### src/ict_pkg.sv
// Overview of operation
// RULE_01 - double-word instructions carry full operands across two words, 48 bits total
// RULE_02 - second word of a double-word instruction has its top eight bits zero
// RULE_03 - a second word fetched and executed alone acts as a no-op; code raises exec_q instead when single_cycles is CYC_TWO and is_skip is low
// RULE_04 - every double-word instruction completes in exactly two cycles
// RULE_05 - single-word instructions default to one cycle
// RULE_06 - true conditional, pc change, program-space/table read or special register read extends cycles
// RULE_07 - inserted extra cycles are no-ops without side effects
// RULE_08 - taken skip costs two cycles over single-word, three over two-word instruction
// RULE_09 - double-word data moves take two cycles
// RULE_10 - ten-bit literal limited to 0..255 byte mode, 0..1023 word mode
// RULE_11 - four-bit bit selector picks bit 0..15 of the word
// RULE_12 - accumulator write-back goes to register thirteen or its word, post-increment two
// RULE_13 - decode tracks a pending second word and consumes it as operand
package ict_pkg;
  localparam int unsigned WORD_W       = 24;
  localparam int unsigned DBL_BITS     = 48;
  localparam int unsigned HI_ZERO_W    = 8;
  localparam int unsigned HI_ZERO_LSB  = WORD_W - HI_ZERO_W;
  localparam logic [9:0]  LIT_BYTE_MAX = 10'h0ff;
  localparam logic [9:0]  LIT_WORD_MAX = 10'h3ff;
  localparam logic [3:0]  BIT_SEL_MAX  = 4'hf;
  localparam logic [15:0] WB_POST_INC  = 16'h0002;
  localparam logic [1:0]  CYC_ONE      = 2'h1;
  localparam logic [1:0]  CYC_TWO      = 2'h2;
  localparam logic [1:0]  CYC_THREE    = 2'h3;
  typedef enum logic [1:0] {ICT_DECODE, ICT_OPERAND, ICT_FILL} ict_state_t;
endpackage

### src/ict_timing.sv
`timescale 1ns/1ps
`default_nettype none
module ict_timing
  import ict_pkg::*;
(
  input  wire logic        clk,            // core clock, 40 MHz
  input  wire logic        rst_n,          // async reset, active low
  input  wire logic        word_valid,     // fetched word present this cycle
  input  wire logic [23:0] word_data,      // fetched program word
  input  wire logic        is_double,      // decoded first word of a double-word op
  input  wire logic        is_skip,        // decoded skip instruction
  input  wire logic        cond_true,      // conditional test true
  input  wire logic        pc_change,      // instruction changes program counter
  input  wire logic        program_space_visibility_access, // program-space or table read
  input  wire logic        special_function_register,      // special register read
  input  wire logic        next_is_double, // instruction after skip is two-word
  input  wire logic        byte_mode,      // literal operand in byte mode
  input  wire logic [9:0]  ten_bit_unsigned_literal, // raw literal field
  input  wire logic [3:0]  bit_position_selector,    // raw bit field
  input  wire logic        writeback_indirect, // write-back to the pointed word, then add two
  input  wire logic [15:0] working_register_thirteen, // current register thirteen
  output logic             exec_q,         // real execute cycle
  output logic             nop_q,          // no-op cycle, no side effects
  output logic             instr_done_q,   // final cycle of an instruction
  output logic [47:0]      dbl_word_q,     // assembled double-word instruction
  output logic             dbl_valid_q,    // dbl_word_q valid pulse
  output logic             second_bad_q,   // second word had non-zero top bits
  output logic [9:0]       lit_q,          // range-limited literal
  output logic             lit_err_q,      // literal exceeded mode range
  output logic [15:0]      bit_mask_q,     // one-hot selected bit
  output logic             writeback_mem_q,  // write-back goes to memory
  output logic [15:0]      writeback_addr_q, // write-back address
  output logic [15:0]      wreg13_next_q     // register thirteen after write-back
);
  ict_state_t  state_q;
  logic [1:0]  extra_q;
  logic [23:0] first_q;
  logic        hi_zero;
  logic [1:0]  single_cycles;
  logic [9:0]  lit_max;

  assign hi_zero = (word_data[WORD_W-1:HI_ZERO_LSB] == '0); // RULE_02
  assign lit_max = byte_mode ? LIT_BYTE_MAX : LIT_WORD_MAX; // RULE_10

  // cycle count for a single-word op; skip cost wins since it also changes flow
  always_comb begin
    single_cycles = CYC_ONE; // RULE_05
    if (is_skip && cond_true) begin
      single_cycles = next_is_double ? CYC_THREE : CYC_TWO; // RULE_08
    end else if (cond_true || pc_change || program_space_visibility_access ||
                 special_function_register) begin
      single_cycles = CYC_TWO; // RULE_06
    end
  end

  // sequencing: operand consumption and fill cycles
  always_ff @(posedge clk or negedge rst_n) begin
    if (!rst_n) begin
      state_q      <= ICT_DECODE;
      extra_q      <= 2'h0;
      first_q      <= 24'h000000;
      exec_q       <= 1'b0;
      nop_q        <= 1'b0;
      instr_done_q <= 1'b0;
      dbl_word_q   <= 48'h000000000000;
      dbl_valid_q  <= 1'b0;
      second_bad_q <= 1'b0;
    end else begin
      exec_q       <= 1'b0;
      nop_q        <= 1'b0;
      instr_done_q <= 1'b0;
      dbl_valid_q  <= 1'b0;
      second_bad_q <= 1'b0;
      unique case (state_q)
        ICT_DECODE: begin
          if (word_valid) begin
            if (is_double) begin
              // hold first word; next fetch is its operand, not an opcode
              first_q <= word_data; // RULE_13
              exec_q  <= 1'b1;
              state_q <= ICT_OPERAND; // RULE_04 RULE_09
            end else if (is_skip || single_cycles == CYC_ONE) begin
              // a lone second word decodes as nop: top bits zero, no flow effect
              exec_q       <= !hi_zero; // RULE_03
              nop_q        <= hi_zero;  // RULE_03
              instr_done_q <= (single_cycles == CYC_ONE);
              extra_q      <= single_cycles - CYC_ONE;
              if (single_cycles != CYC_ONE) state_q <= ICT_FILL;
            end else begin
              exec_q  <= 1'b1;
              extra_q <= single_cycles - CYC_ONE;
              state_q <= ICT_FILL;
            end
          end
        end
        ICT_OPERAND: begin
          if (word_valid) begin
            dbl_word_q   <= {first_q, word_data}; // RULE_01
            dbl_valid_q  <= 1'b1;
            second_bad_q <= !hi_zero; // RULE_02
            exec_q       <= 1'b1;
            instr_done_q <= 1'b1; // RULE_04
            state_q      <= ICT_DECODE;
          end
        end
        ICT_FILL: begin
          // fill cycles assert only nop, plus instr_done_q on the last one, so no state is written
          nop_q   <= 1'b1; // RULE_07
          extra_q <= extra_q - 2'h1;
          if (extra_q == 2'h1) begin
            instr_done_q <= 1'b1;
            state_q      <= ICT_DECODE;
          end
        end
        default: state_q <= ICT_DECODE;
      endcase
    end
  end

  // operand field limits, registered for timing
  always_ff @(posedge clk or negedge rst_n) begin
    if (!rst_n) begin
      lit_q      <= 10'h000;
      lit_err_q  <= 1'b0;
      bit_mask_q <= 16'h0000;
    end else begin
      lit_err_q  <= (ten_bit_unsigned_literal > lit_max); // RULE_10
      lit_q      <= (ten_bit_unsigned_literal > lit_max) ? lit_max : ten_bit_unsigned_literal; // RULE_10
      bit_mask_q <= 16'h0001 << (bit_position_selector & BIT_SEL_MAX); // RULE_11
    end
  end

  // accumulator write-back target
  always_ff @(posedge clk or negedge rst_n) begin
    if (!rst_n) begin
      writeback_mem_q  <= 1'b0;
      writeback_addr_q <= 16'h0000;
      wreg13_next_q    <= 16'h0000;
    end else begin
      writeback_mem_q  <= writeback_indirect; // RULE_12
      writeback_addr_q <= working_register_thirteen;
      // pointer wraps at 16 bits, same as the register file adder
      wreg13_next_q    <= writeback_indirect ? working_register_thirteen + WB_POST_INC
                                             : working_register_thirteen; // RULE_12
    end
  end
endmodule
`default_nettype wire

### config.mk
export PLATFORM = sky130hd
export DESIGN_NAME = ict_timing
export DESIGN_NICKNAME = d
export VERILOG_FILES = /design/src/ict_pkg.sv /design/src/ict_timing.sv
export SDC_FILE = /design/constraint.sdc
export NUM_CORES = 1
export LEC_CHECK = 0
export BUFFER_PORTS_ARGS = -buffer_cell sky130_fd_sc_hd__buf_2
export CORE_MARGIN = 5
export CORE_UTILIZATION = 50
export CTS_CLUSTER_DIAMETER = 120
export DETAILED_ROUTE_END_ITERATION = 10
export PLACE_DENSITY = 0.92
export SLEW_MARGIN = 20
export SYNTH_ARGS = -nofsm -noshare
export SYNTH_HDL_FRONTEND = slang
export SYNTH_SLANG_ARGS = --single-unit
export TNS_END_PERCENT = 100
### constraint.sdc
create_clock -name clk -period 2.1 [get_ports clk]
set_input_delay 0.63 -clock clk [delete_from_list [all_inputs] [get_ports clk]]
set_output_delay 0.63 -clock clk [all_outputs]
set_load 0.01 [all_outputs]
==> results of run 1 <==
## stage by stage
stage / total power [µW] / utilization, % / setup slack (ns)
3_5_place_dp: 6380 / 61.6 / 0.127
5_1_grt: 10100 / 68.1 / 0.347
6_report: 9640 / 68.1 / 0.391
2_1_floorplan: 5320 / - / 0.271
4_1_cts: 9740 / 68.1 / 0.373
3_3_place_gp: 6200 / 61.6 / 0.186
## kinds of logic (layout without fill, tap and decap cells)
| family | count (synthesis) | after routing |
|---|---|---|
| flops | 140 | 140 |
| mux | 73 | 73 |
| simple gates | 73 | 73 |
| compound gates | 17 | 17 |
| buf+inv | 17 | 226 |
| xor+xnor | 14 | 14 |
| fa+ha+maj | 4 | 4 |
## state kept, by name, summed over array words and instances (netlist names), 2 cells and up
signal	flops
lit_q	10
bit_mask_q	16
first_q	24
wreg13_next_q	16
dbl_word_q	48
state_q	2
writeback_addr_q	15
extra_q	2
## metal layers
layer	GRT usage (%)	vias up	routed length (µm)
met5	0	-	0
met1	23.7	1726	4690
met3	8.75	25	1020
met4	7.22	0	242
li1	-	1564	-
met2	36.0	152	6270
## final cells by class
type                            count  area share (%)
Clock inverter                     10            2.69
Timing Repair Buffer              187            14.6
Sequential cell                   140            50.5
Multi-Input combinational cell    181            22.7
Inverter                            7           0.379
Clock buffer                       22            6.67
Tap cell                          136            2.45
## cell usage after synthesis, types with 2 or more instances
cell type,number
a21o_1,2
a21oi_1,5
and4_1,4
buf_2,5
buf_6,3
dfrtp_1,140
ha_1,4
inv_1,7
mux2_1,7
mux2_2,46
mux2_4,20
nand2_1,7
nand2b_1,15
nand3_1,7
nand4_1,4
nor2_1,17
nor2b_1,2
nor3_1,8
nor4_1,2
o21ai_0,4
or4_1,2
xnor2_1,11
xor2_1,3
## placed cells by master, fill, tap and decap left out, drive strengths merged, types with 2 or more instances in the layout
cell type,synthesis,final
buf,9,186
dfrtp,140,140
mux2,73,73
clkbuf,1,22
nor2,17,17
nand2b,15,15
xnor2,11,11
nor3,8,8
inv,7,7
nand3,7,7
nand2,7,7
a21oi,5,5
bufinv,0,5
o21ai,5,5
and4,4,4
nand4,4,4
ha,4,4
xor2,3,3
clkinvlp,0,3
nor2b,3,3
nor4,2,2
or4,2,2
a21o,2,2
clkinv,0,2
## where the power goes
group	switching, µW	internal, µW	leakage [µW]	total, µW
registers	499	3530	0.00169	4030
logic	1090	1270	0.00146	2370
clock network	1100	2140	0.000307	3250
total	2700	6950	0.00346	9640
## how the worst max path moves through the flow
| stage | startpoint | to | cells past startpoint | slack [ns] |
|---|---|---|---|---|
| 4_1_cts | dbl_word_q[16] | dbl_word_q[16] | 1 | 0.37 |
| 3_3_place_gp | word_data[21] | exec_q | 5 | 0.19 |
| 3_5_place_dp | word_data[21] | exec_q | 5 | 0.13 |
| 5_1_grt | dbl_word_q[15] | dbl_word_q[15] | 1 | 0.35 |
| 6_report | dbl_word_q[15] | dbl_word_q[15] | 1 | 0.39 |
| 2_1_floorplan | byte_mode | lit_q[8] | 5 | 0.27 |
## what timing repair did
action | CTS | global route
hold buffers | 1 | 0
gates resized for setup | 0 | 0
endpoints found under the hold margin | 4 | 0
==> metrics.md, run 1 <==
| Metric | Value |
|---|---|
| Synth Area in Simple Gates | between 7 and 8% |
| Die outline area | 12,500 µm² |
| Post-CTS Setup Repair Bufs | 0 |
| Vias per cell | roughly 5.1 |
| RSZ-0062 raised after global routing | no |
| Syn Inst Count | 338 |
| Worst-path clk slew | 0.06 ns |
| Critical path peak fanout | 2 |
| Complex-gate fraction of the synthesized area | 2.06% |
| DIE HEIGHT | 112 µm |
| Synth Area in Adders | 0.968% |
| Final Cycle Share | 81.4% |
| Worst-margin pin slew | 0.394 ns |
| Reg-to-reg slack, setup | 0.49 ns |
| Placed inst area | ~6300 µm² |
| Crit path max-delay family | flip-flops |
| Worst path bufs/invs | 1 |
| Hold EP | wreg13_next_q[0] |
| Layout cell share with drive strength beyond 1 | 52.1% |
| Cell chain of the critical path | buf_2 |
| Vias in the first global route | 3,902 |
| Largest net degree at the start of global routing | 75 |
| Root Buffer | clkbuf_8 |
| Worst path arrival time | 1.08 ns |
| Slowest stage delay, CP | 0.40 ns |
| Gp weighted congestion | 0.866 |
| Cell type with the largest total area after synthesis | dfrtp_1 |
| Post-DRT Antenna Nets | 0 |
| Wire per inst | roughly 18 µm |
| Synth Area in XOR/XNOR | roughly 2.4% |
| Synth area leaders | dfrtp_1 68%, mux2_2 10%, mux2_4 5.8% |
| Fin crit period | between 1.5 and 2 ns |
| Initial antenna violation count | 0 |
| Netlist cell types | 36 |
| Global-route wire length before repair | roughly 21,000 µm |
| Tightest Hold Check Type | in -> reg |
| Core Region | 10,200 µm² |
| Worst hold margin | 0.212 ns |
| Lkg Pwr | approximately 0.0035 µW |
| Post-synth net total | ~410 |
| Share of the synthesized area in the top cell type | 67.7% |
| Footprint of the multi-input gates | 1580 µm² |
| Drt total wl | 12,200 µm |
| Ports | 179 |
| GR Util All Layers | 21.0% |
| Initial core utilization | roughly half |
| Final Max Slew Viols | 0 |
| Max-slew headroom | 73.7% |
| Worst r2r src | state_q[1] |
| First-pass DRT Iterations | 4 |
| Placed cells | 650 |
| Worst Reg-to-Reg Cells | 4 |
| Hold path start | working_register_thirteen[0] |
| Main combinational cell family by area after synthesis | multiplexers |
| Total negative setup slack | 0 ns |
| EDFF count, synth | 0 |
| Area grow syn2layout | 34.1% |
| Post-route design area | 6940 µm² |
| H-tree levels | 4 |
| Residual DRC | 0 |
| Clk buf depth | 2 |
| Clk_lat worst skew | 0.52 ns |
| Cell row count | 37 |
| Number of fillers in the final layout | 683 |
| DRT iter0 DRCs | 230 |
| Crit start category | flop |
| Status | complete, no violations |
| Worst Hold Depth | 1 |
| Worst VDD drop | 0.794 mV |
| Sequential Area | 3500 µm² |
| Fraction of synthesized area in multiplexers | between 15 and 20% |
| Req. time, crit path | 1.47 ns |
| Seq/Total Area, Yosys | 67.7% |
| Total number of vias | 3,467 |
| Maximum clock rate | approximately 590 MHz |
| Die W | 112 µm |
| MaxCap Viol Count | 0 |
| CTS tree | built |
| Final hold vios | 0 |
| Crit path kind | reg -> out |
| Diode count | 0 |
| Worst Setup End Kind | output pin |
| Pwr/cell area | roughly 1400 nW/µm² |
| Endpoints failing setup | 0 |
| Cell Count, Final, Fillers Out | 683 |
| Reg-to-Reg End | first_q[23] |
| Crit path max-delay cell type | dfrtp_1 |
| Clock skew | 0.00385 ns |
| Synth warn | 0 |
| Main flop type after synthesis | dfrtp_1 |
| Clock Sinks | 140 |
| Synthesized area | 5170 µm² |
| Clock buffer count from CTS | 17 |
| Input/output buffers | ~180 |
| Mean Syn Cell Area | 15.3 µm² |
| Async set or reset register ratio after synthesis | 100% |
| Dpl hpwl | ~8500 µm |
| Synth Register Bits | 140 |
| Nets | 604 |
| Global route overflow | 0 |
Note: power is estimated with default switching activity, not from simulation.
==> run 2, diff against run 1 <==
- clock period: 2.1 -> 1.77 ns (I/O delays scaled with it)
==> metrics.md, run 2 (synthesis gave the netlist of run 1 again) <==
| Metric | Value |
|---|---|
| Crit start category | flop |
| CTS Hold Bufs | 1 (unchanged) |
| Largest net degree at the start of global routing | 61 (-19%) |
| Clock power share | 32.2% (-1.5 points) |
| Layout cell share with drive strength beyond 1 | 53.0% (+0.94 points) |
| MaxCap Viol Count | 0 (unchanged) |
| Cell Int Power | 8040 µW (+16%) |
| Fin crit period | 1.58 ns |
| Global route overflow | 0 (unchanged) |
| Dpl hpwl | 8520 µm (+0.48%) |
| Biggest register | dbl_word_q |
| Residual DRC | 0 (unchanged) |
| Clock buffer count from CTS | 17 (unchanged) |
| Crit path max-delay cell type | dfrtp_1 |
| Reg-to-Reg End | first_q[0] |
| Regs by FF count | dbl_word_q (48), first_q (24) |
| Most frequent cells in the layout | 177 x buf_2, 140 x dfrtp_1, 46 x mux2_2 |
| Layout Utilization | 68.7% (+0.54 points) |
| Req. time, crit path | 2.15 ns (+0.68 ns) |
| Die outline area | 12,500 µm² (unchanged) |
| Nets | 615 (+1.8%) |
| Crit path max-delay family | flip-flops |
| Post-CTS Setup Repair Bufs | 0 (unchanged) |
| RSZ-0062 raised after global routing | no |
| Post-DRT Antenna Nets | 0 (unchanged) |
| Worst r2r src | state_q[1] |
| DIE HEIGHT | 112 µm (unchanged) |
| Tightest Hold Check Type | in -> reg |
| Comb pwr share | 25.7% (+1.1 points) |
| GR Util All Layers | 19.7% (-1.3 points) |
| Hold path start | working_register_thirteen[0] |
| Number of flip-flops under the largest register name | 48 (unchanged) |
| Ports | 179 (unchanged) |
| Initial core utilization | 50.8% (unchanged) |
| Met3 wire len | 953 µm (-6.2%) |
| Crit path kind | reg -> reg |
| Cell chain of the critical path | nor2b_2 > and3b_1 > buf_12 > mux2_2 |
| Sw Ratio | 28.0% (about the same) |
| Clk_lat worst skew | 0.50 ns (-0.02 ns) |
| Worst path arrival time | 1.97 ns (+0.89 ns) |
| Worst path bufs/invs | 1 (unchanged) |
| CP startpoint | state_q[1] |
| Pre-CTS WS | -0.116 ns (-0.243 ns) |
| Lkg Pwr | 0.00350 µW (+1.1%) |
| DRT iter0 DRCs | 152 (-34%) |
| Worst-margin pin slew | 0.307 ns (-0.0874 ns) |
| Total number of vias | 3,448 (-0.55%) |
| Worst Setup End Kind | flop |
| Area grow syn2layout | 35.2% |
| Max-slew headroom | 79.5% (+5.8 points) |
| Post-CTS sizing | 0 (unchanged) |
| Cell row count | 37 (unchanged) |
| Status | complete, no violations |
| Final Cycle Share | around nine tenths |
| Final worst slack | 0.186 ns (-0.205 ns) |
| Slowest stage delay, CP | 0.45 ns (+0.05 ns) |
| Cell Count, Final, Fillers Out | 694 (+1.6%) |
| Core Region | 10,200 µm² (unchanged) |
| Worst-path clk slew | 0.06 ns (about the same) |
| Die W | 112 µm (unchanged) |
| H-tree levels | 4 (unchanged) |
| Reg-to-reg slack, setup | 0.19 ns (-0.30 ns) |
| Net Sw Power | 3120 µW (+16%) |
| Pwr/cell area | 1600 nW/µm² (+15%) |
| Uppermost layer routed | met4 |
| Placed cells | 661 (+1.7%) |
| Length of routed met2 wiring | 6140 µm (-2.2%) |
| Worst VDD drop | 0.785 mV (-1.1%) |
| DRT met1 WL | 4390 µm (-6.4%) |
| Critical path peak fanout | 20 (+18) |
| Worst path depth | 4 (+3) |
| Gp weighted congestion | 0.861 (-0.54%) |
| Wire per inst | 16.7 µm (-6.5%) |
| Clock Sinks | 140 (unchanged) |
| Endpoints failing setup | 0 (unchanged) |
| CTS tree | built |
| Number of fillers in the final layout | 697 (+2.0%) |
| Commonest non-fill, non-tap cell in the layout | buf_2 |
| Input/output buffers | 178 (unchanged) |
| Vias per cell | 4.97 (-2.1%) |
| Part of the power in registers | 42.1% (+0.3 points) |
| Clk buf depth | 2 (unchanged) |
| Worst Reg-to-Reg Cells | 4 (unchanged) |
| Drt total wl | 11,600 µm (-5.0%) |
| Maximum clock rate | 631 MHz |
| First-pass DRT Iterations | 4 (unchanged) |
| Setup crit end | first_q[0] |
| Final hold vios | 0 (unchanged) |
| Diode count | 0 (unchanged) |
| Clock skew | 0.00574 ns (+0.00188 ns) |
| Initial antenna violation count | 0 (unchanged) |
| Vias in the first global route | 3,875 (-0.69%) |
| Root Buffer | clkbuf_8 |
| Final Max Slew Viols | 0 (unchanged) |
| Global-route wire length before repair | 19,600 µm (-4.7%) |
-- run 2: cell count changes in the layout (fill, tap and decap cells not counted) --
cell / change
clkinv_2: +1
buf_4: +10
buf_12: +1
inv_6: +3
clkbuf_8: -3
bufinv_16: -1
-- run 2: worst min path at each step --
| stage | to | slack [ns] | depth (start not counted) |
|---|---|---|---|
| 3_3_place_gp | first_q[12] | 0.38 | 1 |
| 5_1_grt | wreg13_next_q[0] | 0.10 | 1 |
| 6_report | wreg13_next_q[0] | 0.13 | 1 |
| 2_1_floorplan | bit_mask_q[0] | 0.24 | 0 |
| 4_1_cts | wreg13_next_q[0] | 0.09 | 1 |
| 3_5_place_dp | dbl_word_q[12] | 0.38 | 1 |
-- run 2: cell type report --
type	count	area (µm²)	share of cell area [%]
sequential	140	3500	50.1
multi-input combinational	181	1580	22.5
tap	136	170	2.43
clock buffer	19	422	6.03
clock inverter	13	188	2.68
inverter	7	26.3	0.376
timing repair buffer	198	1110	15.9
-- run 2: worst reg2reg max path, stage by stage (launching register included) --
cell and delay, ns:
dfrtp_1 0.45, nor2b_2 0.17, and3b_1 0.26, buf_12 0.22, mux2_2 0.36
-- run 2: stage by stage --
stage	hold slack, ns	power, µW	TNS, ns	cell area (µm²)
floorplan	0.235	6310	0	5170
global placement	0.383	7400	-0.0437	6370
detailed placement	0.382	7600	-0.175	6370
CTS	0.0931	11300	0	6990
global route	0.103	11800	0	6990
finish	0.128	11200	0	6990
-- run 2: power by group through the flow --
stage,registers [µW],logic [µW],clock network (µW)
global route,4820,3100,3830
detailed placement,4730,2860,0
CTS,4700,2920,3660
global placement,4650,2750,0
floorplan,4970,1340,0
finish,4700,2860,3600
-- run 2: metal layers --
| layer | vias up | global-route usage [%] |
|---|---|---|
| met5 | - | 0 |
| met4 | 0 | 6.49 |
| met3 | 12 | 7.77 |
| met2 | 135 | 34.1 |
| met1 | 1709 | 22.3 |
| li1 | 1592 | - |
